$ cat src/hw/serial_diag_pkg.sv
/*
  shared constants and types for the single-pin diagnostic transmitter:
  register byte addresses, unlock keys, control field positions, frame
  shape and controller states.
  assumes a 16-bit memory-mapped register port with byte addresses.
*/
package serial_diag_pkg;

  // ----------------------------------------------------------------
  // widths
  // ----------------------------------------------------------------
  localparam int ADDR_W        = 32;
  localparam int DATA_W        = 16;
  localparam int BYTE_W        = 8;
  localparam int NUM_DATA_REGS = 3;
  localparam int FIFO_DEPTH    = 8;
  localparam int FRAME_BITS    = 12;

  // ----------------------------------------------------------------
  // register byte addresses
  // ----------------------------------------------------------------
  localparam logic [ADDR_W-1:0] OFS_UNLOCK_KEY_FIRST  = 32'hffff0880;
  localparam logic [ADDR_W-1:0] OFS_CONTROL           = 32'hffff0884;
  localparam logic [ADDR_W-1:0] OFS_UNLOCK_KEY_SECOND = 32'hffff0888;
  localparam logic [ADDR_W-1:0] OFS_DATA_BYTES_1_2    = 32'hffff088c;
  localparam logic [ADDR_W-1:0] OFS_DATA_BYTES_3_4    = 32'hffff0890;
  localparam logic [ADDR_W-1:0] OFS_DATA_BYTES_5_6    = 32'hffff0894;

  // ----------------------------------------------------------------
  // key values and reset values
  // ----------------------------------------------------------------
  localparam logic [DATA_W-1:0] KEY_FIRST_VALUE  = 16'h0007;
  localparam logic [DATA_W-1:0] KEY_SECOND_VALUE = 16'h00b9;
  localparam logic [DATA_W-1:0] CONTROL_RESET    = 16'h0000;
  localparam logic [DATA_W-1:0] DATA_RESET       = 16'h0000;

  // ----------------------------------------------------------------
  // control field positions
  // ----------------------------------------------------------------
  localparam int CTRL_ENABLE_BIT = 0;
  localparam int CTRL_SRST_BIT   = 1;
  localparam int CTRL_COUNT_LSB  = 2;
  localparam int CTRL_COUNT_MSB  = 4;
  localparam int CTRL_STATE_LSB  = 5;
  localparam int CTRL_STATE_MSB  = 8;
  localparam int CTRL_STORED_W   = CTRL_COUNT_MSB + 1;
  localparam int CTRL_RSVD_W     = DATA_W - CTRL_STATE_MSB - 1;
  localparam logic [2:0] COUNT_MAX_CODE = 3'h5;

  // ----------------------------------------------------------------
  // frame shape
  // ----------------------------------------------------------------
  localparam logic       START_LEVEL = 1'b0;
  localparam logic [1:0] STOP_LEVELS = 2'h3;

  // ----------------------------------------------------------------
  // states
  // ----------------------------------------------------------------
  typedef enum logic [1:0]
  {
    KEY_IDLE  = 2'b00,
    KEY_ARMED = 2'b01,
    KEY_HELD  = 2'b10
  } key_state_t;

  typedef enum logic [3:0]
  {
    TX_IDLE  = 4'b0000,
    TX_LOAD  = 4'b0001,
    TX_DRAIN = 4'b0010
  } tx_state_t;

endpackage

$ cat src/hw/byte_stream_if.sv
/*
  valid/ready byte stream between the controller, the fifo and the
  frame serializer.
  assumes all parties share one clock.
*/
`timescale 1ns/1ps
interface byte_stream_if #(parameter int W = 8);
  logic [W-1:0] data;
  logic         valid;
  logic         ready;

  modport producer (output data, output valid, input ready);
  modport consumer (input data, input valid, output ready);
endinterface

$ cat src/hw/serial_diag_port.sv
/*
  single-pin transmit-only diagnostic port: key-protected control
  register, three 16-bit data registers, byte loader, fifo and frame
  serializer.
  assumes a simple register port (address, write strobe, read strobe)
  and a bit-rate tick from an external timer overflow.
*/
// Functional notes
// RULE1: first data register: byte one in low half, byte two high.
// RULE2: second data register: byte three low half, byte four high.
// RULE3: third data register: byte five low half, byte six high.
// RULE4: control write commits only between key 0x0007 and key 0x00b9.
// RULE5: software writes zeros to control bits 15 to 9.
// RULE6: control bits 8 to 5 read nonzero while sending, zero idle.
// RULE7: control bits 4 to 2 select one to six bytes.
// RULE8: software loads data registers after programming the count.
// RULE9: control bit 1 resets the port; control then reads zero.
// RULE10: control bit 0 enables the port.
// RULE11: software routes the shared pin to this function.
// RULE12: each byte goes out as start, eight data, parity, two stops.
// RULE13: each timer overflow tick times one bit.
// RULE14: sending waits for all needed data; control restores when done.
// RULE15: data goes lsb first with even parity.
`timescale 1ns/1ps
module serial_diag_port
  import serial_diag_pkg::*;
(
  input  wire logic                               clk_sys_in,
  input  wire logic                               rstn_in,
  input  wire logic [serial_diag_pkg::ADDR_W-1:0] bus_addr_in,
  input  wire logic [serial_diag_pkg::DATA_W-1:0] bus_wdata_in,
  input  wire logic                               bus_wr_in,
  input  wire logic                               bus_rd_in,
  output logic      [serial_diag_pkg::DATA_W-1:0] bus_rdata_out,
  input  wire logic                               baud_tick_in,
  output logic                                    serial_diag_port_out
);
  import serial_diag_pkg::*;

  // ----------
  // declarations
  // ----------
  key_state_t               key_state;
  tx_state_t                tx_state;
  logic [DATA_W-1:0]        held_ctrl;
  logic [CTRL_STORED_W-1:0] ctrl;
  logic [DATA_W-1:0]        data_reg [NUM_DATA_REGS];
  logic [NUM_DATA_REGS-1:0] reg_written;
  logic [2:0]               byte_idx;
  logic                     commit;
  logic                     soft_reset;
  logic                     wr_data_any;
  logic [NUM_DATA_REGS-1:0] wr_data_sel;
  logic                     start_tx;
  logic                     done_tx;
  logic                     fifo_empty;
  logic                     ser_busy;
  logic [2:0]               count_code;
  logic [DATA_W-1:0]        ctrl_view;

  byte_stream_if #(.W(BYTE_W)) load_bus ();
  byte_stream_if #(.W(BYTE_W)) ser_bus ();

  // ----------
  // helpers
  // ----------
  function automatic logic [2:0] last_index(input logic [2:0] code);
    last_index = (code > COUNT_MAX_CODE) ? COUNT_MAX_CODE : code;
  endfunction

  function automatic logic [NUM_DATA_REGS-1:0] regs_needed(
    input logic [2:0] code);
    case (last_index(code))
      3'h0, 3'h1: regs_needed = 3'h1;
      3'h2, 3'h3: regs_needed = 3'h3;
      default:    regs_needed = 3'h7;
    endcase
  endfunction

  function automatic logic [BYTE_W-1:0] pick_byte(input logic [2:0] idx,
    input logic [DATA_W-1:0] d0, input logic [DATA_W-1:0] d1,
    input logic [DATA_W-1:0] d2);
    case (idx)
      3'h0:    pick_byte = d0[BYTE_W-1:0];      // [RULE1]
      3'h1:    pick_byte = d0[DATA_W-1:BYTE_W]; // [RULE1]
      3'h2:    pick_byte = d1[BYTE_W-1:0];      // [RULE2]
      3'h3:    pick_byte = d1[DATA_W-1:BYTE_W]; // [RULE2]
      3'h4:    pick_byte = d2[BYTE_W-1:0];      // [RULE3]
      default: pick_byte = d2[DATA_W-1:BYTE_W]; // [RULE3]
    endcase
  endfunction

  // ----------------------------------------------------------------
  // write decode
  // ----------------------------------------------------------------
  assign wr_data_sel[0] = bus_wr_in && bus_addr_in == OFS_DATA_BYTES_1_2;
  assign wr_data_sel[1] = bus_wr_in && bus_addr_in == OFS_DATA_BYTES_3_4;
  assign wr_data_sel[2] = bus_wr_in && bus_addr_in == OFS_DATA_BYTES_5_6;
  assign wr_data_any    = |wr_data_sel;
  assign commit         = bus_wr_in && key_state == KEY_HELD &&
                          bus_addr_in == OFS_UNLOCK_KEY_SECOND &&
                          bus_wdata_in == KEY_SECOND_VALUE; // [RULE4]
  assign soft_reset     = commit && held_ctrl[CTRL_SRST_BIT];  // [RULE9]
  assign count_code     = ctrl[CTRL_COUNT_MSB:CTRL_COUNT_LSB];

  // ----------------------------------------------------------------
  // unlock sequence
  // ----------------------------------------------------------------
  always_ff @(posedge clk_sys_in or negedge rstn_in)
  begin
    if (!rstn_in)
    begin
      key_state <= KEY_IDLE;
      held_ctrl <= CONTROL_RESET;
    end
    else if (bus_wr_in)
    begin
      case (key_state)
        KEY_ARMED:
        begin
          if (bus_addr_in == OFS_CONTROL)
          begin
            key_state <= KEY_HELD; // [RULE4]
            held_ctrl <= bus_wdata_in;
          end
          else if (bus_addr_in == OFS_UNLOCK_KEY_FIRST &&
                   bus_wdata_in == KEY_FIRST_VALUE)
          begin
            key_state <= KEY_ARMED;
          end
          else
          begin
            key_state <= KEY_IDLE;
          end
        end
        default:
        begin
          // any other write breaks the sequence, a fresh first key rearms
          if (bus_addr_in == OFS_UNLOCK_KEY_FIRST &&
              bus_wdata_in == KEY_FIRST_VALUE)
          begin
            key_state <= KEY_ARMED; // [RULE4]
          end
          else
          begin
            key_state <= KEY_IDLE;
          end
        end
      endcase
    end
  end

  // ----------------------------------------------------------------
  // control register
  // ----------------------------------------------------------------
  always_ff @(posedge clk_sys_in or negedge rstn_in)
  begin
    if (!rstn_in)
    begin
      ctrl <= CONTROL_RESET[CTRL_STORED_W-1:0];
    end
    else if (soft_reset)
    begin
      ctrl <= CONTROL_RESET[CTRL_STORED_W-1:0]; // [RULE9]
    end
    else if (commit)
    begin
      // reset bit is never stored, reserved bits are dropped
      ctrl <= held_ctrl[CTRL_STORED_W-1:0] &
              ~(CTRL_STORED_W'(1) << CTRL_SRST_BIT); // [RULE5] [RULE7]
    end
  end

  // ----------------------------------------------------------------
  // data registers
  // ----------------------------------------------------------------
  always_ff @(posedge clk_sys_in or negedge rstn_in)
  begin
    if (!rstn_in)
    begin
      for (int i = 0; i < NUM_DATA_REGS; i++)
      begin
        data_reg[i] <= DATA_RESET;
      end
    end
    else if (soft_reset)
    begin
      for (int i = 0; i < NUM_DATA_REGS; i++)
      begin
        data_reg[i] <= DATA_RESET;
      end
    end
    else
    begin
      for (int i = 0; i < NUM_DATA_REGS; i++)
      begin
        if (wr_data_sel[i])
        begin
          data_reg[i] <= bus_wdata_in;
        end
      end
    end
  end

  // ----------------------------------------------------------------
  // data written flags, a write wins over the start-of-send clear
  // ----------------------------------------------------------------
  always_ff @(posedge clk_sys_in or negedge rstn_in)
  begin
    if (!rstn_in)
    begin
      reg_written <= '0;
    end
    else if (soft_reset)
    begin
      reg_written <= '0;
    end
    else
    begin
      reg_written <= (start_tx ? '0 : reg_written) | wr_data_sel; // [RULE8]
    end
  end

  // ----------------------------------------------------------------
  // transmit controller
  // ----------------------------------------------------------------
  assign start_tx = tx_state == TX_IDLE && ctrl[CTRL_ENABLE_BIT] &&
                    (reg_written & regs_needed(count_code)) ==
                    regs_needed(count_code) && !wr_data_any; // [RULE14]
  assign done_tx  = tx_state == TX_DRAIN && fifo_empty && !ser_busy;

  always_ff @(posedge clk_sys_in or negedge rstn_in)
  begin
    if (!rstn_in)
    begin
      tx_state <= TX_IDLE;
      byte_idx <= '0;
    end
    else if (soft_reset)
    begin
      tx_state <= TX_IDLE;
      byte_idx <= '0;
    end
    else
    begin
      case (tx_state)
        TX_IDLE:
        begin
          byte_idx <= '0;
          if (start_tx)
          begin
            tx_state <= TX_LOAD; // [RULE10] [RULE14]
          end
        end
        TX_LOAD:
        begin
          if (!ctrl[CTRL_ENABLE_BIT])
          begin
            tx_state <= TX_DRAIN; // [RULE10]
          end
          else if (load_bus.ready)
          begin
            if (byte_idx == last_index(count_code))
            begin
              tx_state <= TX_DRAIN; // [RULE7]
            end
            byte_idx <= byte_idx + 1'b1;
          end
        end
        TX_DRAIN:
        begin
          if (done_tx)
          begin
            tx_state <= TX_IDLE; // [RULE14]
          end
        end
        default:
        begin
          tx_state <= TX_IDLE;
        end
      endcase
    end
  end

  assign load_bus.valid = tx_state == TX_LOAD && ctrl[CTRL_ENABLE_BIT];
  assign load_bus.data  = pick_byte(byte_idx, data_reg[0], data_reg[1],
                                    data_reg[2]);

  // ----------------------------------------------------------------
  // fifo and serializer
  // ----------------------------------------------------------------
  byte_fifo #(
    .WIDTH (BYTE_W),
    .DEPTH (FIFO_DEPTH)
  ) u_fifo (
    .clk_sys_in (clk_sys_in),
    .rstn_in    (rstn_in),
    .flush_in   (soft_reset),
    .fill       (load_bus),
    .drain      (ser_bus),
    .empty_out  (fifo_empty)
  );

  frame_serializer u_ser (
    .clk_sys_in   (clk_sys_in),
    .rstn_in      (rstn_in),
    .flush_in     (soft_reset),
    .baud_tick_in (baud_tick_in),
    .bytes        (ser_bus),
    .line_out     (serial_diag_port_out),
    .busy_out     (ser_busy)
  );

  // ----------------------------------------------------------------
  // read back
  // ----------------------------------------------------------------
  assign ctrl_view = {{CTRL_RSVD_W{1'b0}}, tx_state, ctrl}; // [RULE6]

  always_ff @(posedge clk_sys_in or negedge rstn_in)
  begin
    if (!rstn_in)
    begin
      bus_rdata_out <= '0;
    end
    else if (bus_rd_in)
    begin
      case (bus_addr_in)
        OFS_CONTROL:        bus_rdata_out <= ctrl_view;
        OFS_DATA_BYTES_1_2: bus_rdata_out <= data_reg[0];
        OFS_DATA_BYTES_3_4: bus_rdata_out <= data_reg[1];
        OFS_DATA_BYTES_5_6: bus_rdata_out <= data_reg[2];
        default:            bus_rdata_out <= '0;
      endcase
    end
  end
endmodule // serial_diag_port

$ cat src/hw/byte_fifo.sv
/*
  flip-flop fifo with valid/ready on both sides and a synchronous flush.
  assumes depth is a power of two.
*/
`timescale 1ns/1ps
module byte_fifo #(
  parameter int WIDTH = 8,
  parameter int DEPTH = 8
) (
  input  wire logic          clk_sys_in,
  input  wire logic          rstn_in,
  input  wire logic          flush_in,
  byte_stream_if.consumer    fill,
  byte_stream_if.producer    drain,
  output logic               empty_out
);
  localparam int PTR_W = $clog2(DEPTH);
  localparam int CNT_W = PTR_W + 1;

  logic [WIDTH-1:0] mem [DEPTH];
  logic [PTR_W-1:0] wr_ptr;
  logic [PTR_W-1:0] rd_ptr;
  logic [CNT_W-1:0] count;
  logic             push;
  logic             pop;

  // ----------
  // handshakes
  // ----------
  assign fill.ready  = (count != CNT_W'(DEPTH));
  assign drain.valid = (count != '0);
  assign drain.data  = mem[rd_ptr];
  assign empty_out   = (count == '0);
  assign push        = fill.valid & fill.ready;
  assign pop         = drain.valid & drain.ready;

  // ----------
  // storage
  // ----------
  always_ff @(posedge clk_sys_in)
  begin
    if (push)
    begin
      mem[wr_ptr] <= fill.data;
    end
  end

  // ----------
  // pointers and level
  // ----------
  always_ff @(posedge clk_sys_in or negedge rstn_in)
  begin
    if (!rstn_in)
    begin
      wr_ptr <= '0;
      rd_ptr <= '0;
      count  <= '0;
    end
    else if (flush_in)
    begin
      wr_ptr <= '0;
      rd_ptr <= '0;
      count  <= '0;
    end
    else
    begin
      if (push)
      begin
        wr_ptr <= wr_ptr + 1'b1;
      end
      if (pop)
      begin
        rd_ptr <= rd_ptr + 1'b1;
      end
      if (push && !pop)
      begin
        count <= count + 1'b1;
      end
      else if (pop && !push)
      begin
        count <= count - 1'b1;
      end
    end
  end
endmodule // byte_fifo

$ cat src/hw/frame_serializer.sv
/*
  turns bytes into 12-bit frames on one line, one bit per baud tick:
  start, eight data bits lsb first, even parity, two stop bits.
  assumes baud_tick_in is a one-cycle pulse per bit period.
*/
`timescale 1ns/1ps
module frame_serializer
  import serial_diag_pkg::*;
(
  input  wire logic          clk_sys_in,
  input  wire logic          rstn_in,
  input  wire logic          flush_in,
  input  wire logic          baud_tick_in,
  byte_stream_if.consumer    bytes,
  output logic               line_out,
  output logic               busy_out
);
  localparam int CNT_W = $clog2(FRAME_BITS + 1);

  logic [FRAME_BITS-1:0] shreg;
  logic [CNT_W-1:0]      bits_left;
  logic                  take;

  // accept a byte on a tick when idle or on the last stop bit
  assign bytes.ready = baud_tick_in & (bits_left <= CNT_W'(1));
  assign take        = bytes.ready & bytes.valid;
  assign line_out    = shreg[0];
  assign busy_out    = (bits_left != '0);

  // ----------
  // shift register
  // ----------
  always_ff @(posedge clk_sys_in or negedge rstn_in)
  begin
    if (!rstn_in)
    begin
      shreg     <= '1;
      bits_left <= '0;
    end
    else if (flush_in)
    begin
      shreg     <= '1;
      bits_left <= '0;
    end
    else if (take)
    begin
      shreg     <= {STOP_LEVELS, ^bytes.data, bytes.data,
                    START_LEVEL}; // [RULE12] [RULE15]
      bits_left <= CNT_W'(FRAME_BITS);
    end
    else if (baud_tick_in && bits_left != '0)
    begin
      shreg     <= {1'b1, shreg[FRAME_BITS-1:1]}; // [RULE13]
      bits_left <= bits_left - 1'b1;
    end
  end
endmodule // frame_serializer

$ cat config.mk
export PLATFORM = sky130hd
export DESIGN_NAME = serial_diag_port
export DESIGN_NICKNAME = d
export VERILOG_FILES = /design/src/hw/serial_diag_pkg.sv /design/src/hw/byte_stream_if.sv /design/src/hw/serial_diag_port.sv /design/src/hw/byte_fifo.sv /design/src/hw/frame_serializer.sv
export SDC_FILE = /design/constraint.sdc
export NUM_CORES = 1
export LEC_CHECK = 0
export BUFFER_PORTS_ARGS = -buffer_cell sky130_fd_sc_hd__buf_2
export CORE_MARGIN = 1.5
export CORE_UTILIZATION = 60
export CTS_CLUSTER_SIZE = 12
export DETAILED_ROUTE_END_ITERATION = 6
export HOLD_SLACK_MARGIN = 0.06
export PLACE_DENSITY = 0.8
export SLEW_MARGIN = 10
export SYNTH_ARGS = -nofsm -noshare
export SYNTH_HDL_FRONTEND = slang
export SYNTH_SLANG_ARGS = --single-unit
export TNS_END_PERCENT = 20
$ cat constraint.sdc
create_clock -name clk_sys_in -period 3.42 [get_ports clk_sys_in]
set_input_delay 0.855 -clock clk_sys_in [delete_from_list [all_inputs] [get_ports clk_sys_in]]
set_output_delay 0.855 -clock clk_sys_in [all_outputs]
set_load 0.02 [all_outputs]
Word level (Yosys, flattened, before mapping)
Memories as Yosys holds them, arrays and structs flattened.
Index checks and enable logic that the tools add are counted.
W data, S select, Z words.
Word-level totals
  memories: 1
  flip-flop bits (word level): 112
  ROM bits: 0
  latch bits: 0
  output and inout bits: 17
  memory bits (writable): 64
  input port bits: 53
  word-level logic and storage cells: 141
Cells by class
  bitwise operators: 5
  $lt $le $gt $ge: 2
  shift-type cells: 0
  $add $sub $neg: 6
  eq/ne operators: 28
  divide/modulo/power cells: 0
  mux-type cells: 41
  reduce and logical (&&, ||, !) cells: 43
  $mul: 0
Memory list
  u_fifo.mem: depth 8, width 8, rd ports 1, clocked after Yosys merged registers in 0, wr ports 1, RTL line byte_fifo.sv:20  | logic [WIDTH-1:0] mem [DEPTH];
Operator list (number)
  $eq A32 B32 Y1 const B: 6
  $pmux W16 S4: 1
  $mux W16: 3
  $mux W4: 12
  $mux W48: 1
  $pmux W8 S5: 1
  $mux W12: 3
  $mux W3: 10
  $logic_and A1 B1 Y1: 17
  $eq A16 B3 Y1 const B: 1
  $eq A16 B8 Y1 const B: 1
  $eq A3 B2 Y1 const B: 4
  $pmux W3 S2: 2
  $pmux W4 S3: 1
  $reduce_bool A2 Y1: 6
  $mux W5: 2
  $add A3 B1 Y3 const B: 3
  $ne A3 B3 Y1 const B: 3
  $reduce_bool A3 Y1: 3
  $logic_not A4 Y1: 2
  $ne A4 B4 Y1 const B: 2
  $reduce_bool A4 Y1: 2
  $reduce_xor A8 Y1: 1
  $sub A4 B1 Y4 const B: 2
  other kinds (23): 36

Longest topological paths before layout
  depth after elaboration: 12
  gate-level depth with buffers: 12
  mapped depth without buffers: 12

Cells and area by module
Synthesis repeated with hierarchy kept, for this count alone.
Unflattened totals
  cells, all modules: 690
  area, all modules: 8481.9 um^2
By module, submodules not included
  serial_diag_port: seq. area each 2077.0 um^2, times used 1, area an instance 4484.3 um^2, cells each 429
  byte_fifo: seq. area each 2172.1 um^2, times used 1, area an instance 3128.0 um^2, cells each 175
  frame_serializer: seq. area each 362.8 um^2, times used 1, area an instance 869.6 um^2, cells each 86

Worst setup path before layout
OpenSTA, ideal clock, no wires.
  path type: input-to-reg
  start: input port bus_addr_in[23] in the netlist's numbering
  end: register held_ctrl[0]
  path slack: 0.744 ns
  arrival time: 2.551 ns
  stages on the path: 6
  library setup time: 0.125 ns
  data required time: 3.295 ns
  path buffers: 0
  cells stage by stage: nand4_1 nor4_4 and2_1 or4b_1 nor2_4 mux2_2
Between the ends
  longest elaborated chain between the ends: 2
RTL lines
  start: declaration: RTL line serial_diag_port.sv:30  | input wire logic [serial_diag_pkg::ADDR_W-1:0] bus_addr_in,
  $eq A32 B32 Y1: RTL line serial_diag_port.sv:121  | if (bus_addr_in == OFS_CONTROL)
  $reduce_and A3 Y1 (no source line)
  end signal: assignment: RTL line serial_diag_port.sv:124  | held_ctrl <= bus_wdata_in;
  end: declaration: RTL line serial_diag_port.sv:45  | logic [DATA_W-1:0] held_ctrl;
Every way passes these cells.
A chain may end at the register's enable or synchronous reset.

Worst setup path in the final report
  start: register byte_idx[2]
  end: memory u_fifo.mem[4][5] (data pin)
Between the ends
  longest elaborated chain between the ends: 2
  elaborated cells between the ends (all ways): 6
  those cells by class: eq/ne: 4; mux: 1; reduce/logical: 1
RTL lines
  start: declaration: RTL line serial_diag_port.sv:49  | logic [2:0] byte_idx;
  start signal: assignment: RTL line serial_diag_port.sv:267  | byte_idx <= byte_idx + 1'b1;
  $eq A3 B3 Y1, or another cell as far along: RTL line serial_diag_port.sv:83  | case (idx)
  $pmux W8 S5 (*): RTL line serial_diag_port.sv:83
  via load_bus.data[5]: RTL line byte_stream_if.sv:8  | logic [W-1:0] data;
  end: declaration: RTL line byte_fifo.sv:20
Mark *: on every way through the listed nets, which the timed path passes. The rest lies on a longest branch.

==> summary.md <==
| Metric | Value |
|---|---|
| Outcome | `finished clean` |
| Slew Viols, Final | `0` |
| Chip width | `120.4 um` |
| Post-synth EDFFs | `64` |
| Crit path max fanout | `16` |
| Startpoint Class | `register` |
| Crit end category | `register` |
| CP max-delay cell | `a31oi_1` |
| GRT overflow | `0` |
| Seq cells post-synth | `171` |
| Fin crit period | `2903 ps` |
| Most frequent CP cell | `nor2_1` |
| Most frequent cells in the layout | `nand2_1, dfrtp_1, buf_2, edfxtp_1, nor2_1` |
| Fin Setup TNS | `0 ps` |
| Period utilization | `84.87%` |
| Clock buffer count from CTS | `17` |
| Number of flip-flops in the largest register | `64` |
| Initial Utilization | `62.00%` |
| Critical-path cell list | `inv_1 -> ha_1 -> nor2_1 -> o21ai_1 -> nor2_1 -> a31oi_1` |
| Die Height | `120.4 um` |
| Most common cell after layout, fill and taps aside | `nand2_1` |
| Vias | `6250` |
| Gate Count Post-Synth | `737` |
| CTS clk-pin slew, worst paths | `60 ps` |
| DR pass1 iterations | `6` |
| RSZ-0062 raised after global routing | `false` |
| Max Cap Viol | `0` |
| Pin count of the biggest net entering global routing | `48` |
| YS warnings | `0` |
| Via density | `6.332` |
| Clock Latency Late Sink | `430 ps` |
| Seq/Total Area, Yosys | `55.73%` |
| DRC viols | `0` |
| Finished Core Util | `70.39%` |
| DRT iter0 DRCs | `770` |
| Remaining antenna violation count | `0` |
| Class of the worst hold path | `input pin to asynchronous set/reset pin` |
| Share of cells above drive strength 1 | `21.09%` |
| Asr flop ratio synth | `62.57%` |
| Fmax | `344.5 MHz` |
| Root buf cell | `clkbuf_16` |
| Reg2reg end | `u_fifo.mem[4][5]$_DFFE_PP_` |
| Endpoints failing hold | `0` |
| Avg WL per Cell | `20.37 um` |
| CTS tree | `yes` |
| Max incr delay on CP | `650 ps` |
| Worst-Margin Slew | `1092 ps` |
| Cts repair resizes | `0` |
| Clock Skew | `10.76 ps` |
| Clock tree buffer depth | `2` |
| Die area | `14510 sq um` |
| Crit Path Category | `register to register` |
| First-pass GRT wire length | `32170 um` |
| Fin nets | `864` |
| Pwr dens | `534.9 nW/um^2` |
| # clock sinks | `171` |
| Core ar. | `13350 sq um` |
| CP Data Required Time | `3540 ps` |
| Gpl congestion | `0.9299` |
| Post-CTS Setup Repair Bufs | `0` |
| Worst r2r src | `byte_idx[2]$_DFFE_PN0P_` |
| Crit. Startpoint | `byte_idx[2]$_DFFE_PN0P_` |
| Final wirelength | `20100 um` |
| Reg2Reg Depth | `6` |
| I/O Buffers | `69` |
| Initial antenna violation count | `0` |
| Row Count | `42` |
| Main synth FF type | `dfrtp_1` |
| Syn-to-layout area delta | `13.53%` |
| Io pins | `70` |
| Netlist Area Pre-Place | `8275 sq um` |
| Post-Syn Nets | `803` |
| Endpoints failing setup | `0` |
| Post-Syn Area per Cell | `11.23 sq um` |
| Hold buffer count at cts | `0` |
| Min Hold Slack | `438.1 ps` |
| H-tree depth | `4` |
| Critical Path AT | `3020 ps` |
| Total Power | `5.025 mW` |
| Slew margin rel. | `26.68%` |
| Number of diodes | `0` |
| Max VDD drop | `0.4280 mV` |
| Unique masters post-synth | `65` |
| Final HPWL DP | `13690 um` |
| Leak | `3.670 nW` |
| CP bufs+invs | `1` |
| Reg2reg setup slack | `520 ps` |
| Total Routing Usage GR | `29.28%` |
| Number of global-route vias before repair | `6234` |
| Cell family with most CP delay | `compound AO/OA/AOI/OAI gates` |
-- worst max path at each step --
stage	end	slack (ps)	depth (start not counted)
finish	u_fifo.mem[4][5]$_DFFE_PP_	520	6
global route	u_fifo.mem[6][5]$_DFFE_PP_	320	6
floorplan	held_ctrl[0]$_DFFE_PN0P_	740	6
global placement	held_ctrl[1]$_DFFE_PN0P_	520	7
detailed placement	data_reg[16]$_DFFE_PN0P_	470	8
CTS	u_fifo.mem[5][7]$_DFFE_PP_	600	6
-- report_power, final --
group / internal, mW / switching, mW
clock: 1.18 / 0.804
combinational: 0.322 / 0.302
sequential: 2.26 / 0.160
-- worst register-to-register path, stage by stage (launching register included) --
cell and delay, ps:
dfrtp_1 580, inv_1 200, ha_1 430, nor2_1 70, o21ai_1 590, nor2_1 80
a31oi_1 650
-- final cells by class --
type | count | area, sq um
fillers | 953 | 3953
multi-input cells | 494 | 3347
well taps | 176 | 220.2
flip-flops and latches | 171 | 4612
inverters | 26 | 97.59
clock buffers | 22 | 486.7
repair buffers | 88 | 503.0
clock inverters | 10 | 128.9
-- through the flow --
stage               cells  cell area, sq um  setup slack, ps
finish                987              9395            517.5
global route          987              9395            316.6
CTS                   987              9395            598.6
detailed placement    955              8780            474.4
global placement      955              8780            522.2
floorplan             737              8275            744.4
-- routing by layer --
layer | wire length (um) | share of wire (%) | vias to the layer above | track usage [%]
met1 | 7734 | 38 | 3046 | 36.80
met5 | 0 | 0 | - | 0
met2 | 10030 | 50 | 341 | 49.18
met3 | 1587 | 7.9 | 61 | 6.085
li1 | - | - | 2802 | -
met4 | 753 | 3.7 | 0 | 13.09
-- cell usage after synthesis (7+ instances only) --
library cell | n | share of area, %
nor2_1 | 39 | 1.8
and3_1 | 7 | 0.53
mux2i_1 | 16 | 1.9
xnor2_1 | 13 | 1.4
mux4_1 | 10 | 3.2
a21oi_1 | 20 | 1.2
inv_1 | 26 | 1.2
a22oi_1 | 24 | 2.2
dfrtp_1 | 97 | 29
a222oi_1 | 8 | 0.97
dfstp_2 | 10 | 3.2
nand2_1 | 136 | 6.2
nand3_1 | 35 | 2.1
o22ai_1 | 17 | 1.3
a22o_1 | 11 | 1.2
edfxtp_1 | 64 | 23
o21ai_0 | 34 | 2.1
mux2_2 | 20 | 2.7
buf_2 | 12 | 0.73
clkbuf_1 | 24 | 1.1
a31oi_1 | 11 | 0.83
ha_1 | 12 | 1.8
-- kinds of logic after synthesis --
group	synth area share, %
and+or+nand+nor	15.63
DFF	55.73
AOI/OAI and AO/OA	10.98
buffers and inverters	4.067
muxes	9.737
xor gates and xnor gates	1.799
adders and majority gates	2.056
Power figures use the tool's default switching activity.
